==> src/psm_ctrl_map.svh <==
/*
  register map, field positions, reset values and timing counts of the
  power-saving mode controller. assumes byte addressing on a 32-bit APB.
*/
`ifndef PSM_CTRL_MAP_SVH
`define PSM_CTRL_MAP_SVH
`define PSM_OFS_CTRL      12'h028C
`define PSM_OFS_STATUS    12'h0290
`define PSM_CTRL_RESET    8'h00
`define PSM_BIT_IDLE      7
`define PSM_BIT_THR       6
`define PSM_BIT_ROI       5
`define PSM_BIT_DOE       4
`define PSM_RATIO_HI      2
`define PSM_RATIO_LO      0
`define PSM_OST_PERIODS   1024
`define PSM_ISR_VECTOR    16'h0004
`endif

==> src/psm_ctrl_pkg.sv <==
/*
  types of the power-saving mode controller.
  assumes the map header supplies all numbers.
*/
package psm_ctrl_pkg;
  typedef enum logic [2:0]
  {
    PSM_RUN   = 3'b000,
    PSM_SLEEP = 3'b001,
    PSM_IDLE  = 3'b010,
    PSM_WAKE  = 3'b011,
    PSM_OSTW  = 3'b100
  } psm_state_t;

  // status toward the cpu and watchdog
  typedef struct packed
  {
    logic powerdownFlagN;
    logic watchdogExpiryFlagN;
    logic cpuRun;
    logic wakeReset;
  } psm_status_t;
endpackage
==> src/psm_ctrl.sv <==
/*
  power-saving mode controller: sleep, idle and throttle (doze) control
  with an apb register port. assumes the cpu core pulses sleepExec for one
  cycle, isrEntry/isrExit once per service routine, and that irq and
  readiness inputs come from the same clock domain except resetPinReq.
*/
`timescale 1ns/1ns
`include "psm_ctrl_map.svh"

module psm_ctrl
#(
  parameter int NUM_IRQ  = 8,       // interrupt sources
  parameter int CSW_IRQ  = 3,       // index of clock-switch interrupt
  parameter int OST_CNT  = `PSM_OST_PERIODS // start-up wait in osc periods
)
(
  input  wire logic                     clk,          // system clock 100 MHz
  input  wire logic                     rstn,         // any device reset
  input  wire logic                     clkEn,        // freezes all state when low
  input  wire logic                     psel,         // apb select
  input  wire logic                     penable,      // apb access phase
  input  wire logic                     pwrite,       // apb direction
  input  wire logic [11:0]              paddr,        // apb byte address
  input  wire logic [31:0]              pwdata,       // apb write data
  output logic      [31:0]              prdata,       // apb read data
  output logic                          pready,       // apb ready
  output logic                          pslverr,      // apb error
  input  wire logic                     sleepExec,    // sleep instruction pulse
  input  wire logic                     isrEntry,     // cpu enters isr pulse
  input  wire logic                     isrExit,      // cpu leaves isr pulse
  input  wire logic [NUM_IRQ-1:0]       irqFlag,      // interrupt flags
  input  wire logic [NUM_IRQ-1:0]       irqEnable,    // per_source_irq_enable
  input  wire logic                     globalIrqEnable, // global_irq_enable
  input  wire logic                     watchdogExpire, // watchdog_timer timeout
  input  wire logic                     watchdogSleepOn, // watchdog runs in sleep
  input  wire logic                     resetPinReq,  // external_reset_pin, async
  input  wire logic                     brownoutReq,  // brownout_reset or low-power
  input  wire logic                     brownoutEnable, // brown-out circuit in use
  input  wire logic                     brownoutReady, // brown-out circuit ready
  input  wire logic                     flashReady,   // program_flash ready
  input  wire logic                     sysClkReady,  // system clock ready
  input  wire logic                     crystalOsc,   // crystal-type oscillator
  input  wire logic                     oscTick,      // one oscillator_period pulse
  output logic                          cpuClkEn,     // cpu instruction cycle enable
  output logic                          oscClkEn,     // system_oscillator_clock gate
  output logic                          oscQuarterEn, // divided-by-4 clock gate
  output logic                          ioHold,       // freeze port outputs
  output logic                          watchdogClear, // clear watchdog and prescaler
  output logic                          watchdogRun,  // watchdog may count
  output logic                          deviceResetReq, // reset caused by wake source
  output logic                          isrVectorReq, // vector after next instr
  output logic      [15:0]              isrVector,    // vector address
  output psm_ctrl_pkg::psm_status_t     status        // flags and state
);
  import psm_ctrl_pkg::*;

  // register bits
  logic       idleSelect_q;
  logic       throttleEnable_q;
  logic       recoverOnIrq_q;
  logic       throttleOnExit_q;
  logic [2:0] ratio_q;
  logic       pdN_q;
  logic       toN_q;
  psm_state_t state_q;
  logic [10:0] ostCnt_q;
  logic [7:0]  thrCnt_q;
  logic        thrPrev_q;
  logic        rstPinMeta_q;
  logic        rstPinSync_q;
  logic        vecReq_q;
  logic        resetReq_q;

  // throttle period in cycles is 2 << ratio; returns it minus one
  function automatic logic [8:0] throttle_period(input logic [2:0] r);
    throttle_period = 9'(9'h002 << r) - 9'h001;
  endfunction

  wire logic [NUM_IRQ-1:0] wakeMask = irqFlag & irqEnable & ~(NUM_IRQ'(1) << CSW_IRQ);
  wire logic irqWake  = |wakeMask;
  wire logic sleeping = (state_q == PSM_SLEEP);
  wire logic idling   = (state_q == PSM_IDLE);
  wire logic hardReset = rstPinSync_q | brownoutReq;
  wire logic ready    = flashReady & sysClkReady &
                        (brownoutReady | ~brownoutEnable);
  wire logic enterSlp = (state_q == PSM_RUN) & sleepExec & ~irqWake;

  // apb decode, zero wait states
  wire logic access   = psel & penable;
  wire logic hitCtrl  = (paddr == `PSM_OFS_CTRL);
  wire logic hitStat  = (paddr == `PSM_OFS_STATUS);
  wire logic wrCtrl   = access & pwrite & hitCtrl;
  assign pready  = 1'b1;
  assign pslverr = access & ~(hitCtrl | hitStat);

  // read data registered on the setup cycle so it is stable in access
  always_ff @(posedge clk or negedge rstn)
  begin
    if (!rstn)
      prdata <= 32'h0000_0000;
    else if (clkEn && psel && !penable && !pwrite)
    begin
      if (hitCtrl)
        prdata <= {24'h00_0000, idleSelect_q, throttleEnable_q, recoverOnIrq_q,
                   throttleOnExit_q, 1'b0, ratio_q};
      else if (hitStat)
        prdata <= {28'h000_0000, pdN_q, toN_q, ~(state_q == PSM_RUN), resetReq_q};
      else
        prdata <= 32'h0000_0000;
    end
  end

  // software fields; idle_select is only changed by software
  always_ff @(posedge clk or negedge rstn)
  begin
    if (!rstn)
    begin
      idleSelect_q     <= 1'(`PSM_CTRL_RESET >> `PSM_BIT_IDLE);
      recoverOnIrq_q   <= 1'b0;
      throttleOnExit_q <= 1'b0;
      ratio_q          <= 3'h0;
    end
    else if (clkEn && wrCtrl)
    begin
      idleSelect_q     <= pwdata[`PSM_BIT_IDLE];
      recoverOnIrq_q   <= pwdata[`PSM_BIT_ROI];
      throttleOnExit_q <= pwdata[`PSM_BIT_DOE];
      ratio_q          <= pwdata[`PSM_RATIO_HI:`PSM_RATIO_LO];
    end
  end

  // throttle enable: hardware set/clear beats a software write
  always_ff @(posedge clk or negedge rstn)
  begin
    if (!rstn)
      throttleEnable_q <= 1'b0;
    else if (clkEn)
    begin
      if (isrEntry && recoverOnIrq_q)
        throttleEnable_q <= 1'b0;
      else if (isrExit && throttleOnExit_q)
        throttleEnable_q <= 1'b1;
      else if (wrCtrl)
        throttleEnable_q <= pwdata[`PSM_BIT_THR];
    end
  end

  // reset-pin synchroniser, second stage is the only reader of the first
  always_ff @(posedge clk or negedge rstn)
  begin
    if (!rstn)
    begin
      rstPinMeta_q <= 1'b0;
      rstPinSync_q <= 1'b0;
    end
    else if (clkEn)
    begin
      rstPinMeta_q <= resetPinReq;
      rstPinSync_q <= rstPinMeta_q;
    end
  end

  // mode sequencer
  always_ff @(posedge clk or negedge rstn)
  begin
    if (!rstn)
      state_q <= PSM_RUN;
    else if (clkEn)
    begin
      case (state_q)
        PSM_RUN:
          if (enterSlp)
            state_q <= idleSelect_q ? PSM_IDLE : PSM_SLEEP;
        PSM_SLEEP:
          if (irqWake || watchdogExpire || hardReset)
            state_q <= (crystalOsc && !hardReset) ? PSM_OSTW : PSM_WAKE;
        PSM_IDLE:
          if (irqWake || watchdogExpire || hardReset)
            state_q <= PSM_WAKE;
        PSM_OSTW:
          if (ostCnt_q == 11'(OST_CNT - 1) && oscTick)
            state_q <= PSM_WAKE;
        PSM_WAKE:
          if (ready)
            state_q <= PSM_RUN;
        default:
          state_q <= PSM_RUN;
      endcase
    end
  end

  // oscillator start-up counter, counts oscillator periods
  always_ff @(posedge clk or negedge rstn)
  begin
    if (!rstn)
      ostCnt_q <= 11'h000;
    else if (clkEn)
    begin
      if (state_q != PSM_OSTW)
        ostCnt_q <= 11'h000;
      else if (oscTick)
        ostCnt_q <= ostCnt_q + 11'h001;
    end
  end

  // status flags: active low; a real sleep clears pdN_q and sets toN_q, a watchdog expiry in sleep or idle without irqWake clears toN_q
  always_ff @(posedge clk or negedge rstn)
  begin
    if (!rstn)
    begin
      pdN_q <= 1'b1;
      toN_q <= 1'b1;
    end
    else if (clkEn)
    begin
      if (enterSlp)
      begin
        pdN_q <= 1'b0;
        toN_q <= 1'b1;
      end
      else if ((sleeping || idling) && watchdogExpire && !irqWake)
        toN_q <= 1'b0;
    end
  end

  // wake bookkeeping: vector request and reset cause
  always_ff @(posedge clk or negedge rstn)
  begin
    if (!rstn)
    begin
      vecReq_q   <= 1'b0;
      resetReq_q <= 1'b0;
    end
    else if (clkEn)
    begin
      if ((sleeping || idling) && irqWake)
        vecReq_q <= globalIrqEnable;
      else if (isrEntry || enterSlp)
        vecReq_q <= 1'b0;
      if (sleeping && !idling && hardReset)
        resetReq_q <= 1'b1;
      else if (sleeping && watchdogExpire && !irqWake)
        resetReq_q <= 1'b1;
      else if (state_q == PSM_RUN)
        resetReq_q <= 1'b0;
    end
  end

  // throttle counter restarts on any enable change
  always_ff @(posedge clk or negedge rstn)
  begin
    if (!rstn)
    begin
      thrCnt_q  <= 8'h00;
      thrPrev_q <= 1'b0;
    end
    else if (clkEn)
    begin
      thrPrev_q <= throttleEnable_q;
      // the change cycle is itself slot zero, so counting goes on from one;
      // restarting at zero would hand out two slots back to back
      if (throttleEnable_q != thrPrev_q)
        thrCnt_q <= 8'h01;
      else if (9'(thrCnt_q) >= throttle_period(ratio_q))
        thrCnt_q <= 8'h00;
      else
        thrCnt_q <= thrCnt_q + 8'h01;
    end
  end

  wire logic thrSlot = !throttleEnable_q || (throttleEnable_q != thrPrev_q) ||
                       thrCnt_q == 8'h00;

  // clock gating; other clock sources are not touched here
  assign cpuClkEn      = (state_q == PSM_RUN) && thrSlot;
  assign oscClkEn      = !sleeping && state_q != PSM_OSTW;
  assign oscQuarterEn  = oscClkEn;
  assign ioHold        = sleeping;
  assign watchdogClear = enterSlp || ((sleeping || idling) && (irqWake || watchdogExpire))
                         || state_q == PSM_OSTW;
  assign watchdogRun   = !sleeping || watchdogSleepOn;
  assign deviceResetReq = resetReq_q;
  assign isrVectorReq  = vecReq_q && state_q == PSM_RUN;
  assign isrVector     = `PSM_ISR_VECTOR;
  assign status        = '{powerdownFlagN: pdN_q, watchdogExpiryFlagN: toN_q,
                           cpuRun: state_q == PSM_RUN, wakeReset: resetReq_q};

  // assertions
  a_sleep_entry: assert property (@(posedge clk) disable iff (!rstn)
    clkEn && enterSlp && !idleSelect_q |=> state_q == PSM_SLEEP)
    else $error("sleep not entered");
  a_idle_entry: assert property (@(posedge clk) disable iff (!rstn)
    clkEn && enterSlp && idleSelect_q |=> state_q == PSM_IDLE && oscClkEn)
    else $error("idle not entered");
  a_flags_set: assert property (@(posedge clk) disable iff (!rstn)
    clkEn && enterSlp |=> !pdN_q && toN_q)
    else $error("flags wrong after sleep");
  a_nop_sleep: assert property (@(posedge clk) disable iff (!rstn)
    clkEn && sleepExec && irqWake && state_q == PSM_RUN |=> $stable(pdN_q) && state_q == PSM_RUN)
    else $error("sleep not a no-op");
  a_clk_gated: assert property (@(posedge clk) disable iff (!rstn)
    sleeping |-> !cpuClkEn && !oscClkEn && ioHold)
    else $error("clocks run in sleep");
  a_wd_clear: assert property (@(posedge clk) disable iff (!rstn)
    sleeping && irqWake |-> watchdogClear)
    else $error("watchdog not cleared on wake");
  a_wake_ready: assert property (@(posedge clk) disable iff (!rstn)
    clkEn && state_q == PSM_WAKE && !ready |=> state_q == PSM_WAKE)
    else $error("run before ready");
  a_roi_clear: assert property (@(posedge clk) disable iff (!rstn)
    clkEn && isrEntry && recoverOnIrq_q |=> !throttleEnable_q)
    else $error("throttle not cleared");
  a_idle_keep: assert property (@(posedge clk) disable iff (!rstn)
    idling && clkEn && irqWake && !wrCtrl |=> idleSelect_q && state_q == PSM_WAKE)
    else $error("idle exit wrong");
  a_thr_slot: assert property (@(posedge clk) disable iff (!rstn)
    clkEn && throttleEnable_q && ratio_q == 3'h0 && cpuClkEn && !isrEntry && !wrCtrl
    |=> clkEn |-> !cpuClkEn)
    else $error("throttle ratio wrong");

  c_sleep_wake: cover property (@(posedge clk) sleeping ##1 state_q == PSM_WAKE);
  c_idle_wake: cover property (@(posedge clk) idling ##1 state_q == PSM_WAKE);
  c_ost: cover property (@(posedge clk) state_q == PSM_OSTW ##1 state_q == PSM_WAKE);
  c_nop: cover property (@(posedge clk) state_q == PSM_RUN && sleepExec && irqWake);
endmodule

==> config.mk <==
export PLATFORM = sky130hd
export DESIGN_NAME = psm_ctrl
export DESIGN_NICKNAME = d
export VERILOG_FILES = /design/src/psm_ctrl_pkg.sv /design/src/psm_ctrl.sv
export VERILOG_INCLUDE_DIRS = /design/src
export SDC_FILE = /design/constraint.sdc
export NUM_CORES = 1
export LEC_CHECK = 0
export BUFFER_PORTS_ARGS = -buffer_cell sky130_fd_sc_hd__buf_2
export CELL_PAD_IN_SITES_DETAIL_PLACEMENT = 1
export CELL_PAD_IN_SITES_GLOBAL_PLACEMENT = 2
export CORE_ASPECT_RATIO = 1.2
export CORE_MARGIN = 2
export CORE_UTILIZATION = 23
export DETAILED_ROUTE_END_ITERATION = 6
export PLACE_DENSITY = 0.74
export SYNTH_ARGS = -nofsm -noshare
export SYNTH_HDL_FRONTEND = slang
export SYNTH_SLANG_ARGS = --single-unit
==> constraint.sdc <==
create_clock -name clk -period 2.33 [get_ports clk]
set_input_delay 0.233 -clock clk [delete_from_list [all_inputs] [get_ports clk]]
set_output_delay 0.233 -clock clk [all_outputs]
set_load 0.01 [all_outputs]
Word-level counts from Yosys, hierarchy flattened:

Cells that the tools add are included.

* register bits: 68
* output and inout port bits: 62
* logic and storage cells: 125

* add/sub/neg operators: 3
* order comparisons: 1
* eq/ne operators: 14
* shift operators: 1
* multiplexer cells: 24
* bitwise operators: 16
* reduce and logical (&&, ||, !) cells: 50

Operators with widths (number)
* two-way mux 32 bit: 1
* == test 12 x 10 -> 1 bit, second input constant: 2
* two-way mux 11 bit: 2
* logical AND 1 bit: 19
* two-way mux 3 bit: 6
* two-way mux 8 bit: 2
* case mux 3 bit (5 select lines): 1
* AND reduction 2 bit: 6
* adder 11 x 1 -> 11 bit, second input constant: 1
* == test 11 x 10 -> 1 bit, second input constant: 1
* two-way mux 1 bit: 10
* >= comparator 8 x 9 -> 1 bit: 1
* logical OR 1 bit: 9
* << shifter 2 x 3 -> 9 bit, first input constant: 1
* subtractor 9 x 1 -> 9 bit, second input constant: 1
* adder 8 x 1 -> 8 bit, second input constant: 1
* AND 1 bit: 8
* AND 8 bit: 1
* zero test 8 bit: 1
* zero test 1 bit: 7
* OR reduction 7 bit: 1
* == test 3 x 2 -> 1 bit, second input constant: 2
* inequality test 2 x 1 -> 1 bit, second input constant: 3
* AND reduction 6 bit: 1
* other kinds (12): 21

Longest topological paths before layout:

Gate-level depths: netlist (run 1).

* depth in word-level cells: 7
* depth in mapped cells: 9

Worst setup path after synthesis (run 1):

Ideal clock, no wire load.

* path kind: reg2reg
* start point: register ratio_q[1]
* end point: register thrCnt_q[4]
* arrival time: 2376 ps
* data required time: 2266 ps
* setup slack: -110 ps
* stages on the path, launching flop included: 10
* period minus slack after synthesis: 2440 ps
* path through: dfrtp_1 -> clkdlybuf4s50_2 -> o21ai_0 -> ha_1 -> o21a_1 -> o21a_1 -> a211o_1 -> clkbuf_1 -> nor4b_1 -> a21o_1

* longest elaborated chain between the ends: 5

Ends and longest elaborated chain
* start, declared: line psm_ctrl.sv:62 `logic [2:0] ratio_q;`
* start signal, assigned: line psm_ctrl.sv:128 `` ratio_q <= pwdata[`PSM_RATIO_HI:`PSM_RATIO_LO]; ``
* << shifter 2 x 3 -> 9 bit: line psm_ctrl.sv:76 `throttle_period = 9'(9'h002 << r) - 9'h001;`
* subtractor 9 x 1 -> 9 bit: line psm_ctrl.sv:76
* >= comparator 8 x 9 -> 1 bit: line psm_ctrl.sv:264 `else if (9'(thrCnt_q) >= throttle_period(ratio_q))`
* two-way mux 8 bit: line psm_ctrl.sv:264
* two-way mux 8 bit: line psm_ctrl.sv:262 `if (throttleEnable_q != thrPrev_q)`
* end signal, assigned: line psm_ctrl.sv:267 `thrCnt_q <= thrCnt_q + 8'h01;`
* end, declared: line psm_ctrl.sv:67 `logic [7:0] thrCnt_q;`

Every way passes these cells.
A chain may end at the register's enable or synchronous reset.

Final worst setup path (run 1):

* start point: register ratio_q[0]
* end point: register thrCnt_q[5]

The elaborated chain is that of the path after synthesis.

==> summary.txt, run 1 <==
status: complete, no violations
Port Buffer Count: 73
worst-margin pin slew: 0.524 ns
Worst setup EP type: flop
GP Congestion: 0.781
Starting Density: 0.233
final wirelength: 7910 microns
WHS: 0.148 ns
Worst Path Class, Setup: flop to flop
register area share after synthesis: 0.377
Yosys top cell area share: 0.359
required time of the critical path: 2.56 ns
Synth area leaders: dfrtp_1, buf_4, o21ai_0
Worst Hold Class: input pin to flop
Synth Area in Compound Gates: 0.169
NetSw: 1030 uW
Clock Tree Root: clkbuf_16
combinational share of power: 0.334
DR WL/cell: 13.9 microns
Synth async-reset ratio: 1.00
Yosys reg bits: 44
Worst Path Arrival: 2.38 ns
Max Slew Vio Count: 0
GRT Total Usage: 0.119
vias in the first global route: 2644
Netlist cell types: 52
largest family of logic cells by synthesized area: simple AND/OR/NAND/NOR gates
post-layout util: 0.280
Clk pwr share: 0.290
cell taking the most area after synthesis: dfrtp_1
Synth Area in XOR/XNOR: 0.0120
Worst Skew: 0.00601 ns
DP HPWL: 6290 microns
CP cell instances: o21ai_0 -> ha_1 -> a211oi_1 -> o221ai_1 -> a211o_2 -> o21ai_0 -> a22o_1
CTS Buf Count: 5
first-pass GRT wire length: 13000 microns
Peak VDD IR: 0.000352 V
Via density: 4.57
Detail Route Antenna Nets: 0
post-synthesis cell area: 2920 sq um
PD cells: 794 nW/um^2
share of layout cells above drive strength 1: 0.273
Max-slew headroom: 0.648
initial antenna violation count: 0
router iterations before antenna repair: 4
mux contribution to synthesized area: 0.0342
CTS tree: yes
max_cap viols: 0
# rows: 45
Synth Area in Simple Gates: 0.207
Fmax achieved: 465 MHz
CP most frequent cell: o21ai_0
Synthesis Warnings: 0
CTS Buffer Depth: 2
number of clock sinks: 44
Startpoint Class: flop
crit-path max cell delay: 0.45 ns
die height: 128 microns
die area: 13600 sq um
DR vias: 2607
Seq pwr share: 0.376
adder-cell share of the synthesized area: 0.0471
Residual DRC: 0
Area Overhead vs Synth: 20.2%
Syn Area/Cell: 8.89 sq um
setup repair after global routing missed its margin: false
final std cells w/o fill: 570
sw frac: 0.369
core area: 12600 sq um
H-tree levels: 2
largest net degree at the start of global routing: 27
IO Pins: 142
Final min period: 2.15 ns
nets: 496
Cells after Synth: 329
total grt overflow: 0
Diodes inserted: 0
Inst Count DP: 561
CP max stage cell: dfrtp_1
EDFF count, synth: 0
die width: 107 microns
clk_lat worst skew: 0.29 ns
period utilization: 0.923
DRT iter0 DRCs: 95
main flop type after synthesis: dfrtp_1
leakage: 0.00170 uW
Cell Int Power: 1760 uW
setup_tns: 0 ns
R2R setup slack: 0.18 ns
CP max FO: 10
final setup fails: 0
clock-pin slew on the worst setup and hold paths: 0.07 ns
Hold Fails Final Rpt: 0
[state kept, by name (all words and copies together), names as in the netlist, 3 cells and up]
register  flops
ostCnt_q     11
thrCnt_q      8
prdata        8
ratio_q       3
state_q       3
[worst paths after layout]
path / endpoint / from / cells after the start
worst max-delay path: thrCnt_q[5]$_DFFE_PN0P_ / ratio_q[0]$_DFFE_PN0P_ / 7
worst max register to register: thrCnt_q[5]$_DFFE_PN0P_ / ratio_q[0]$_DFFE_PN0P_ / 7
max in group asynchronous: pdN_q$_DFFE_PN1P_ / rstn / 3
min in group asynchronous: ostCnt_q[0]$_DFFE_PN0P_ / rstn / 2
worst min register to register: prdata[5]$_DFFE_PN0P_ / prdata[5]$_DFFE_PN0P_ / 2
worst min-delay path: idleSelect_q$_DFFE_PN0P_ / pwdata[7] / 3
[power groups by stage]
stage	Combinational (uW)	Sequential (uW)	Clock, uW
after floorplan	723	986	0
after global placement	908	1060	0
after detailed placement	944	1070	0
after CTS	948	1050	831
after global routing	1060	1070	865
final	933	1050	808
[logic make-up (layout without fill, tap and decap cells)]
kind of cell / Yosys count / count (layout)
multiplexers: 9 / 9
adder cells (fa/ha/maj): 11 / 11
AND/OR/NAND/NOR: 115 / 115
flip-flops: 44 / 44
other: 2 / 41
XOR/XNOR: 4 / 4
buffers and inverters: 66 / 104
AO/OA/AOI/OAI: 78 / 78
[per-layer routing]
metal	track usage	routed length [microns]	part of all wire	vias to the layer above
met5	0	0	0	-
met2	0.215	3980	0.50	95
met4	0.0435	153	0.019	0
met1	0.142	3340	0.42	1254
met3	0.0173	434	0.055	10
li1	-	-	-	1248
[metrics by stage]
stage,power [uW],cell area [sq um],setup WS (ns)
after floorplan,1710,3080,0.245
after global placement,1970,3330,0.168
after detailed placement,2010,3330,0.103
after CTS,2830,3510,0.0750
after global routing,2990,3510,0.0281
final,2790,3510,0.179
[what timing repair did]
| item | 4_1_cts | 5_1_grt |
|---|---|---|
| hold endpoints to repair | 15 | 0 |
| hold buffers | 1 | 0 |
| buffers inserted | 0 | 0 |
| resized for setup | 0 | 3 |
| endpoints found under the setup margin | 0 | 3 |
[final cells by class]
type | count | area, sq um
fill | 1517 | 9040
timing repair buffer | 86 | 465
clock buffer | 5 | 125
sequential | 44 | 1110
clock inverter | 3 | 42.5
inverter | 10 | 37.5
multi-input combinational | 258 | 1530
tap | 164 | 205
[synth_stat cells (all sizes together), types with 3 or more instances]
cell type   n
nand2b      3
o21ai      29
clkbuf      8
mux2        8
nor2b       3
a32o        3
ha         11
xnor2       3
a21o        4
nor4b       6
nor3        7
and3        3
nand3      18
buf        47
a21oi      17
nor2       23
or3         3
a211oi      3
a221oi      3
nand4       5
nand2      35
nor4        3
inv         9
dfrtp      42
o31ai       4
[worst max-delay path, delay by kind of cell, from the launching register on]
family	cells	cell delay [ns]
flip-flops	1	0.45
adder cells (fa/ha/maj)	1	0.22
AO/OA/AOI/OAI	6	1.42
[placed cells by master, fill, tap and decap left out, drive strengths merged, types with 2 or more instances in the layout]
cell     instances
ha              11
nand4            5
nor4b            6
nand2           35
and4             2
a32o             3
a21o             4
a221oi           3
clkinv           2
nand4b           2
o21a             2
mux2             8
a21oi           17
nor3             7
nand3           18
dfstp            2
inv              9
nand2b           3
nor2            23
buf             85
o31ai            4
xnor2            3
nor2b            3
nor4             3
and3             3
dfrtp           42
o2bb2ai          2
o21ai           29
a311oi           2
a22oi            2
or3              3
clkbuf           5
a211oi           3
conb            41
No activity file was read; power rests on OpenSTA's default activity.
==> run 2: changes to the inputs <==
--- a/config.mk
+++ b/config.mk
@@ -9,7 +9,6 @@
 export BUFFER_PORTS_ARGS = -buffer_cell sky130_fd_sc_hd__buf_2
 export CELL_PAD_IN_SITES_DETAIL_PLACEMENT = 1
 export CELL_PAD_IN_SITES_GLOBAL_PLACEMENT = 2
-export CORE_ASPECT_RATIO = 1.2
 export CORE_MARGIN = 2
 export CORE_UTILIZATION = 23
 export DETAILED_ROUTE_END_ITERATION = 6
==> run 2 against run 1 <==
Critical path type unchanged. Largest cell class unchanged. Clock-buffer cell count stayed put. Die area is essentially flat. Clock skew fell by 0.00085 ns. Sequential cell count stayed put. Combinational power barely moved. Critical path depth is the same. Cell count increased by 0.70%. Total power grew 0.45%. Sequential power about the same.
==> summary.txt, run 2 (synthesis gave the netlist of run 1 again) <==
status: complete, no violations
DP HPWL: 6190 microns
final setup fails: 0
leakage: 0.00168 uW
CP max FO: 10
GP Congestion: 0.791
most common cell after layout, fill and taps aside: buf_2
Startpoint Class: flop
Cell Int Power: 1760 uW
share of layout cells above drive strength 1: 0.269
setup_tns: 0 ns
Peak VDD IR: 0.000338 V
Hold Fails Final Rpt: 0
Residual DRC: 0
final wirelength: 7890 microns
Worst Path Class, Setup: flop to flop
crit-path max cell delay: 0.46 ns
CTS tree: yes
Max Slew Vio Count: 0
Max-slew headroom: 0.608
period utilization: 0.922
WP buf/inv: 0
die height: 117 microns
Worst Skew: 0.00516 ns
combinational share of power: 0.333
clock-pin slew on the worst setup and hold paths: 0.07 ns
clk_lat worst skew: 0.29 ns
Diodes inserted: 0
# hold bufs at CTS: 0
PD cells: 803 nW/um^2
nets: 492
WHS: 0.0141 ns
DRT iter0 DRCs: 77
die area: 13600 sq um
most frequent cells in the layout: buf_2, conb_1, dfrtp_1
CP delay by family, top: compound AO/OA/AOI/OAI gates
CTS Buf Count: 5
DR WL/cell: 13.7 microns
CP max stage cell: a211o_2
Port Buffer Count: 73
NetSw: 1040 uW
initial antenna violation count: 0
first-pass GRT wire length: 12600 microns
CTS Buffer Depth: 2
Fmax achieved: 465 MHz
Worst setup EP type: flop
required time of the critical path: 2.56 ns
Worst Hold Class: input pin to async pin
Largest regs: ostCnt_q x11, prdata x8, thrCnt_q x8
IO Pins: 142
Via density: 4.49
number of clock sinks: 44
Seq pwr share: 0.377
Area Overhead vs Synth: 19.4%
largest net degree at the start of global routing: 45
CP cell instances: nor3_1 -> ha_1 -> a21oi_1 -> o221ai_1 -> a211o_2 -> nor4b_2 -> a21o_1
vias in the first global route: 2559
DR vias: 2576
Detail Route Antenna Nets: 0
max_cap viols: 0
max FFs per register: 11
dpl cell area: 3320 sq um
Worst Path Arrival: 2.38 ns
router iterations before antenna repair: 4
# rows: 41
Biggest register: ostCnt_q
core area: 12500 sq um
Starting Density: 0.234
Clock Tree Root: clkbuf_16
worst-margin pin slew: 0.588 ns
die width: 117 microns
GRT Total Usage: 0.117
Final min period: 2.15 ns
post-route cell area: 3490 sq um
H-tree levels: 2
setup repair after global routing missed its margin: false
total grt overflow: 0
Clk pwr share: 0.289
sw frac: 0.372
-- run 2: through the flow --
stage / setup slack (ns) / cells / utilization / total power, uW
finish: 0.182 / 574 / 0.279 / 2800
global route: 0.0115 / 574 / 0.279 / 3020
CTS: 0.101 / 574 / 0.279 / 2850
detailed placement: 0.137 / 566 / 0.265 / 2010
global placement: 0.209 / 566 / 0.265 / 1980
floorplan: 0.245 / 368 / - / 1710
-- run 2: area by class of cell --
cell class / instances / area [sq um]
clock inverter: 3 / 42.5
tap: 172 / 215
timing repair buffer: 82 / 433
clock buffer: 5 / 125
multi-input combinational: 258 / 1530
sequential: 44 / 1110
fill: 1547 / 9030
inverter: 10 / 37.5
-- run 2: final timing paths --
path / slack (ns) / cells past startpoint / to / from
max: 0.18 / 7 / thrCnt_q[4]$_DFFE_PN0P_ / ratio_q[0]$_DFFE_PN0P_
min in group clk: 0.15 / 3 / ratio_q[2]$_DFFE_PN0P_ / pwdata[2]
min reg2reg: 0.47 / 2 / prdata[3]$_DFFE_PN0P_ / prdata[3]$_DFFE_PN0P_
max in group asynchronous: 1.89 / 2 / state_q[0]$_DFFE_PN0P_ / rstn
min: 0.01 / 2 / thrCnt_q[5]$_DFFE_PN0P_ / rstn
max reg2reg: 0.18 / 7 / thrCnt_q[4]$_DFFE_PN0P_ / ratio_q[0]$_DFFE_PN0P_
-- run 2: metal layers --
metal | track usage | wire [microns] | vias to the layer above
li1 | - | - | 1241
met1 | 0.157 | 3590 | 1251
met2 | 0.191 | 3750 | 71
met3 | 0.0244 | 446 | 13
met4 | 0.0290 | 95 | 0
met5 | 0 | 0 | -
-- run 2: timing repair --
action                     CTS  global route
gates resized for setup      0             3
setup buffers                0             0
setup endpoints to repair    0             3
-- run 2: power groups by stage --
stage | Combinational (uW) | Sequential, uW | Clock, uW
after floorplan | 723 | 986 | 0
after global placement | 905 | 1070 | 0
after detailed placement | 941 | 1070 | 0
after CTS | 945 | 1060 | 840
after global routing | 1060 | 1080 | 873
final | 934 | 1060 | 811
-- run 2: worst register-to-register path, stage by stage, from the launching register on --
cell      delay, ns
dfrtp_1        0.45
nor3_1         0.26
ha_1           0.28
a21oi_1        0.14
o221ai_1       0.17
a211o_2        0.46
nor4b_2        0.24
a21o_1         0.11
==> run 3: changes to the inputs <==
--- a/config.mk
+++ b/config.mk
@@ -10,9 +10,10 @@
 export CELL_PAD_IN_SITES_DETAIL_PLACEMENT = 1
 export CELL_PAD_IN_SITES_GLOBAL_PLACEMENT = 2
 export CORE_MARGIN = 2
-export CORE_UTILIZATION = 23
+export CORE_UTILIZATION = 24
+export CTS_BUF_LIST = sky130_fd_sc_hd__clkbuf_8
 export DETAILED_ROUTE_END_ITERATION = 6
-export PLACE_DENSITY = 0.74
+export PLACE_DENSITY = 0.77
 export SYNTH_ARGS = -nofsm -noshare
 export SYNTH_HDL_FRONTEND = slang
 export SYNTH_SLANG_ARGS = --single-unit
==> run 3 against run 2 <==
Maximum frequency is 0.61% lower. Wire length is 2.6% higher. Global-route usage is 0.69 points higher. Clock-buffer cell count stayed put. Largest cell class unchanged. Worst setup slack worse by 0.013 ns. Via count is 0.27% lower. Critical endpoint is now thrCnt_q[5]$_DFFE_PN0P_. Utilization is 0.75 points higher. Sequential share of layout area is 0.57 points higher.
==> summary.txt, run 3 (synthesis gave the netlist of run 1 again) <==
initial antenna violation count: 0
Max-slew headroom: 0.625
required time of the critical path: 2.57 ns
Residual DRC: 0
Worst setup EP type: flop
status: complete, no violations
Worst Path Arrival: 2.40 ns
first-pass GRT wire length: 13100 microns
Max Slew Vio Count: 0
GP Congestion: 0.785
Hold Fails Final Rpt: 0
Cell Int Power: 1580 uW
CP delay by family, top: compound AO/OA/AOI/OAI gates
largest net degree at the start of global routing: 27
PD cells: 767 nW/um^2
number of clock sinks: 44
Post-CTS Setup Inserts: 0
Detail Route Antenna Nets: 0
die width: 114 microns
Startpoint Class: flop
Largest regs: ostCnt_q x11, prdata x8, thrCnt_q x8
Worst Skew: 0.00794 ns
CP most frequent cell: a21oi_1
nets: 493
CP cell instances: a21oi_1 -> ha_1 -> a21oi_1 -> o221ai_1 -> a211o_2 -> o21ai_0 -> a22o_1
WP buf/inv: 0
clock-pin slew on the worst setup and hold paths: 0.09 ns
most frequent cells in the layout: buf_2, conb_1, dfrtp_1
Diodes inserted: 0
CP max FO: 8
Via density: 4.67
vias in the first global route: 2612
post-layout util: 0.286
GRT Total Usage: 0.123
final setup fails: 0
Port Buffer Count: 73
worst-margin pin slew: 0.562 ns
Worst Path Class, Setup: flop to flop
Clock Tree Root: clkbuf_8
period utilization: 0.928
die height: 114 microns
final wirelength: 8090 microns
share of layout cells above drive strength 1: 0.263
Fmax achieved: 463 MHz
Peak VDD IR: 0.000250 V
Worst Hold Class: input pin to flop
# rows: 40
CTS Buffer Depth: 2
leakage: 0.00167 uW
Clk pwr share: 0.231
Area Overhead vs Synth: 17.2%
DR WL/cell: 14.7 microns
total grt overflow: 0
sw frac: 0.398
most common cell after layout, fill and taps aside: buf_2
H-tree levels: 2
crit-path max cell delay: 0.46 ns
DP HPWL: 6070 microns
register area: 1100 sq um
CTS tree: yes
Seq pwr share: 0.405
die area: 13100 sq um
Biggest register: ostCnt_q
area of the multi-input gates: 1540 sq um
IO Pins: 142
DR vias: 2569
NetSw: 1050 uW
max FFs per register: 11
combinational share of power: 0.364
setup_tns: 0 ns
router iterations before antenna repair: 4
# fillers: 1423
max_cap viols: 0
CP max stage cell: dfrtp_1
core area: 12000 sq um
Final min period: 2.16 ns
CTS Buf Count: 5
Starting Density: 0.244
clk_lat worst skew: 0.30 ns
DRT iter0 DRCs: 101
run 3: worst paths after layout:
kind / from / end / slack (ns) / cells past startpoint
max: ratio_q[1]$_DFFE_PN0P_ / thrCnt_q[5]$_DFFE_PN0P_ / 0.17 / 7
min: pwdata[7] / idleSelect_q$_DFFE_PN0P_ / 0.15 / 3
max reg2reg: ratio_q[1]$_DFFE_PN0P_ / thrCnt_q[5]$_DFFE_PN0P_ / 0.17 / 7
min reg2reg: prdata[5]$_DFFE_PN0P_ / prdata[5]$_DFFE_PN0P_ / 0.47 / 2
max in group asynchronous: rstn / rstPinMeta_q$_DFFE_PN0P_ / 1.35 / 3
min in group asynchronous: rstn / thrPrev_q$_DFFE_PN0P_ / 0.45 / 2
run 3: what timing repair did:
action / in CTS / in global routing
gates resized for setup: 0 / 2
hold buffers: 1 / 0
setup endpoints to repair: 0 / 3
hold endpoints to repair: 20 / 0
run 3: metal layers:
layer	global-route usage	share of wire	wire length (microns)
met4	0.0220	0.0089	72
met3	0.0244	0.045	365
met2	0.215	0.48	3890
met1	0.160	0.47	3770
met5	0	0	0
run 3: area by class of cell:
class,instances,area share
well taps,147,0.0537
inverters,10,0.0110
clock buffers,5,0.0201
multi-input cells,259,0.450
clock inverters,3,0.0124
flip-flops and latches,44,0.322
repair buffers,82,0.131
run 3: power by group through the flow:
stage               logic, uW  clock network, uW  registers [uW]
floorplan                 723                  0             986
global placement          899                  0            1070
detailed placement        925                  0            1080
CTS                       935                619            1060
global route             1080                662            1100
finish                    957                607            1060
run 3: metrics by stage:
stage	std cells	hold slack, ns	instance area (sq um)	power [uW]	setup slack [ns]
floorplan	368	-0.0626	3080	1710	0.245
global placement	540	0.270	3290	1970	0.205
detailed placement	540	0.265	3290	2000	0.183
CTS	549	0.136	3410	2620	0.160
global route	550	0.143	3430	2840	-0.00835
finish	550	0.147	3430	2630	0.168
run 3: worst register-to-register path: stages (launching register included):
cell	delay, ns
dfrtp_1	0.46
a21oi_1	0.22
ha_1	0.27
a21oi_1	0.18
o221ai_1	0.23
a211o_2	0.41
o21ai_0	0.18
a22o_1	0.15
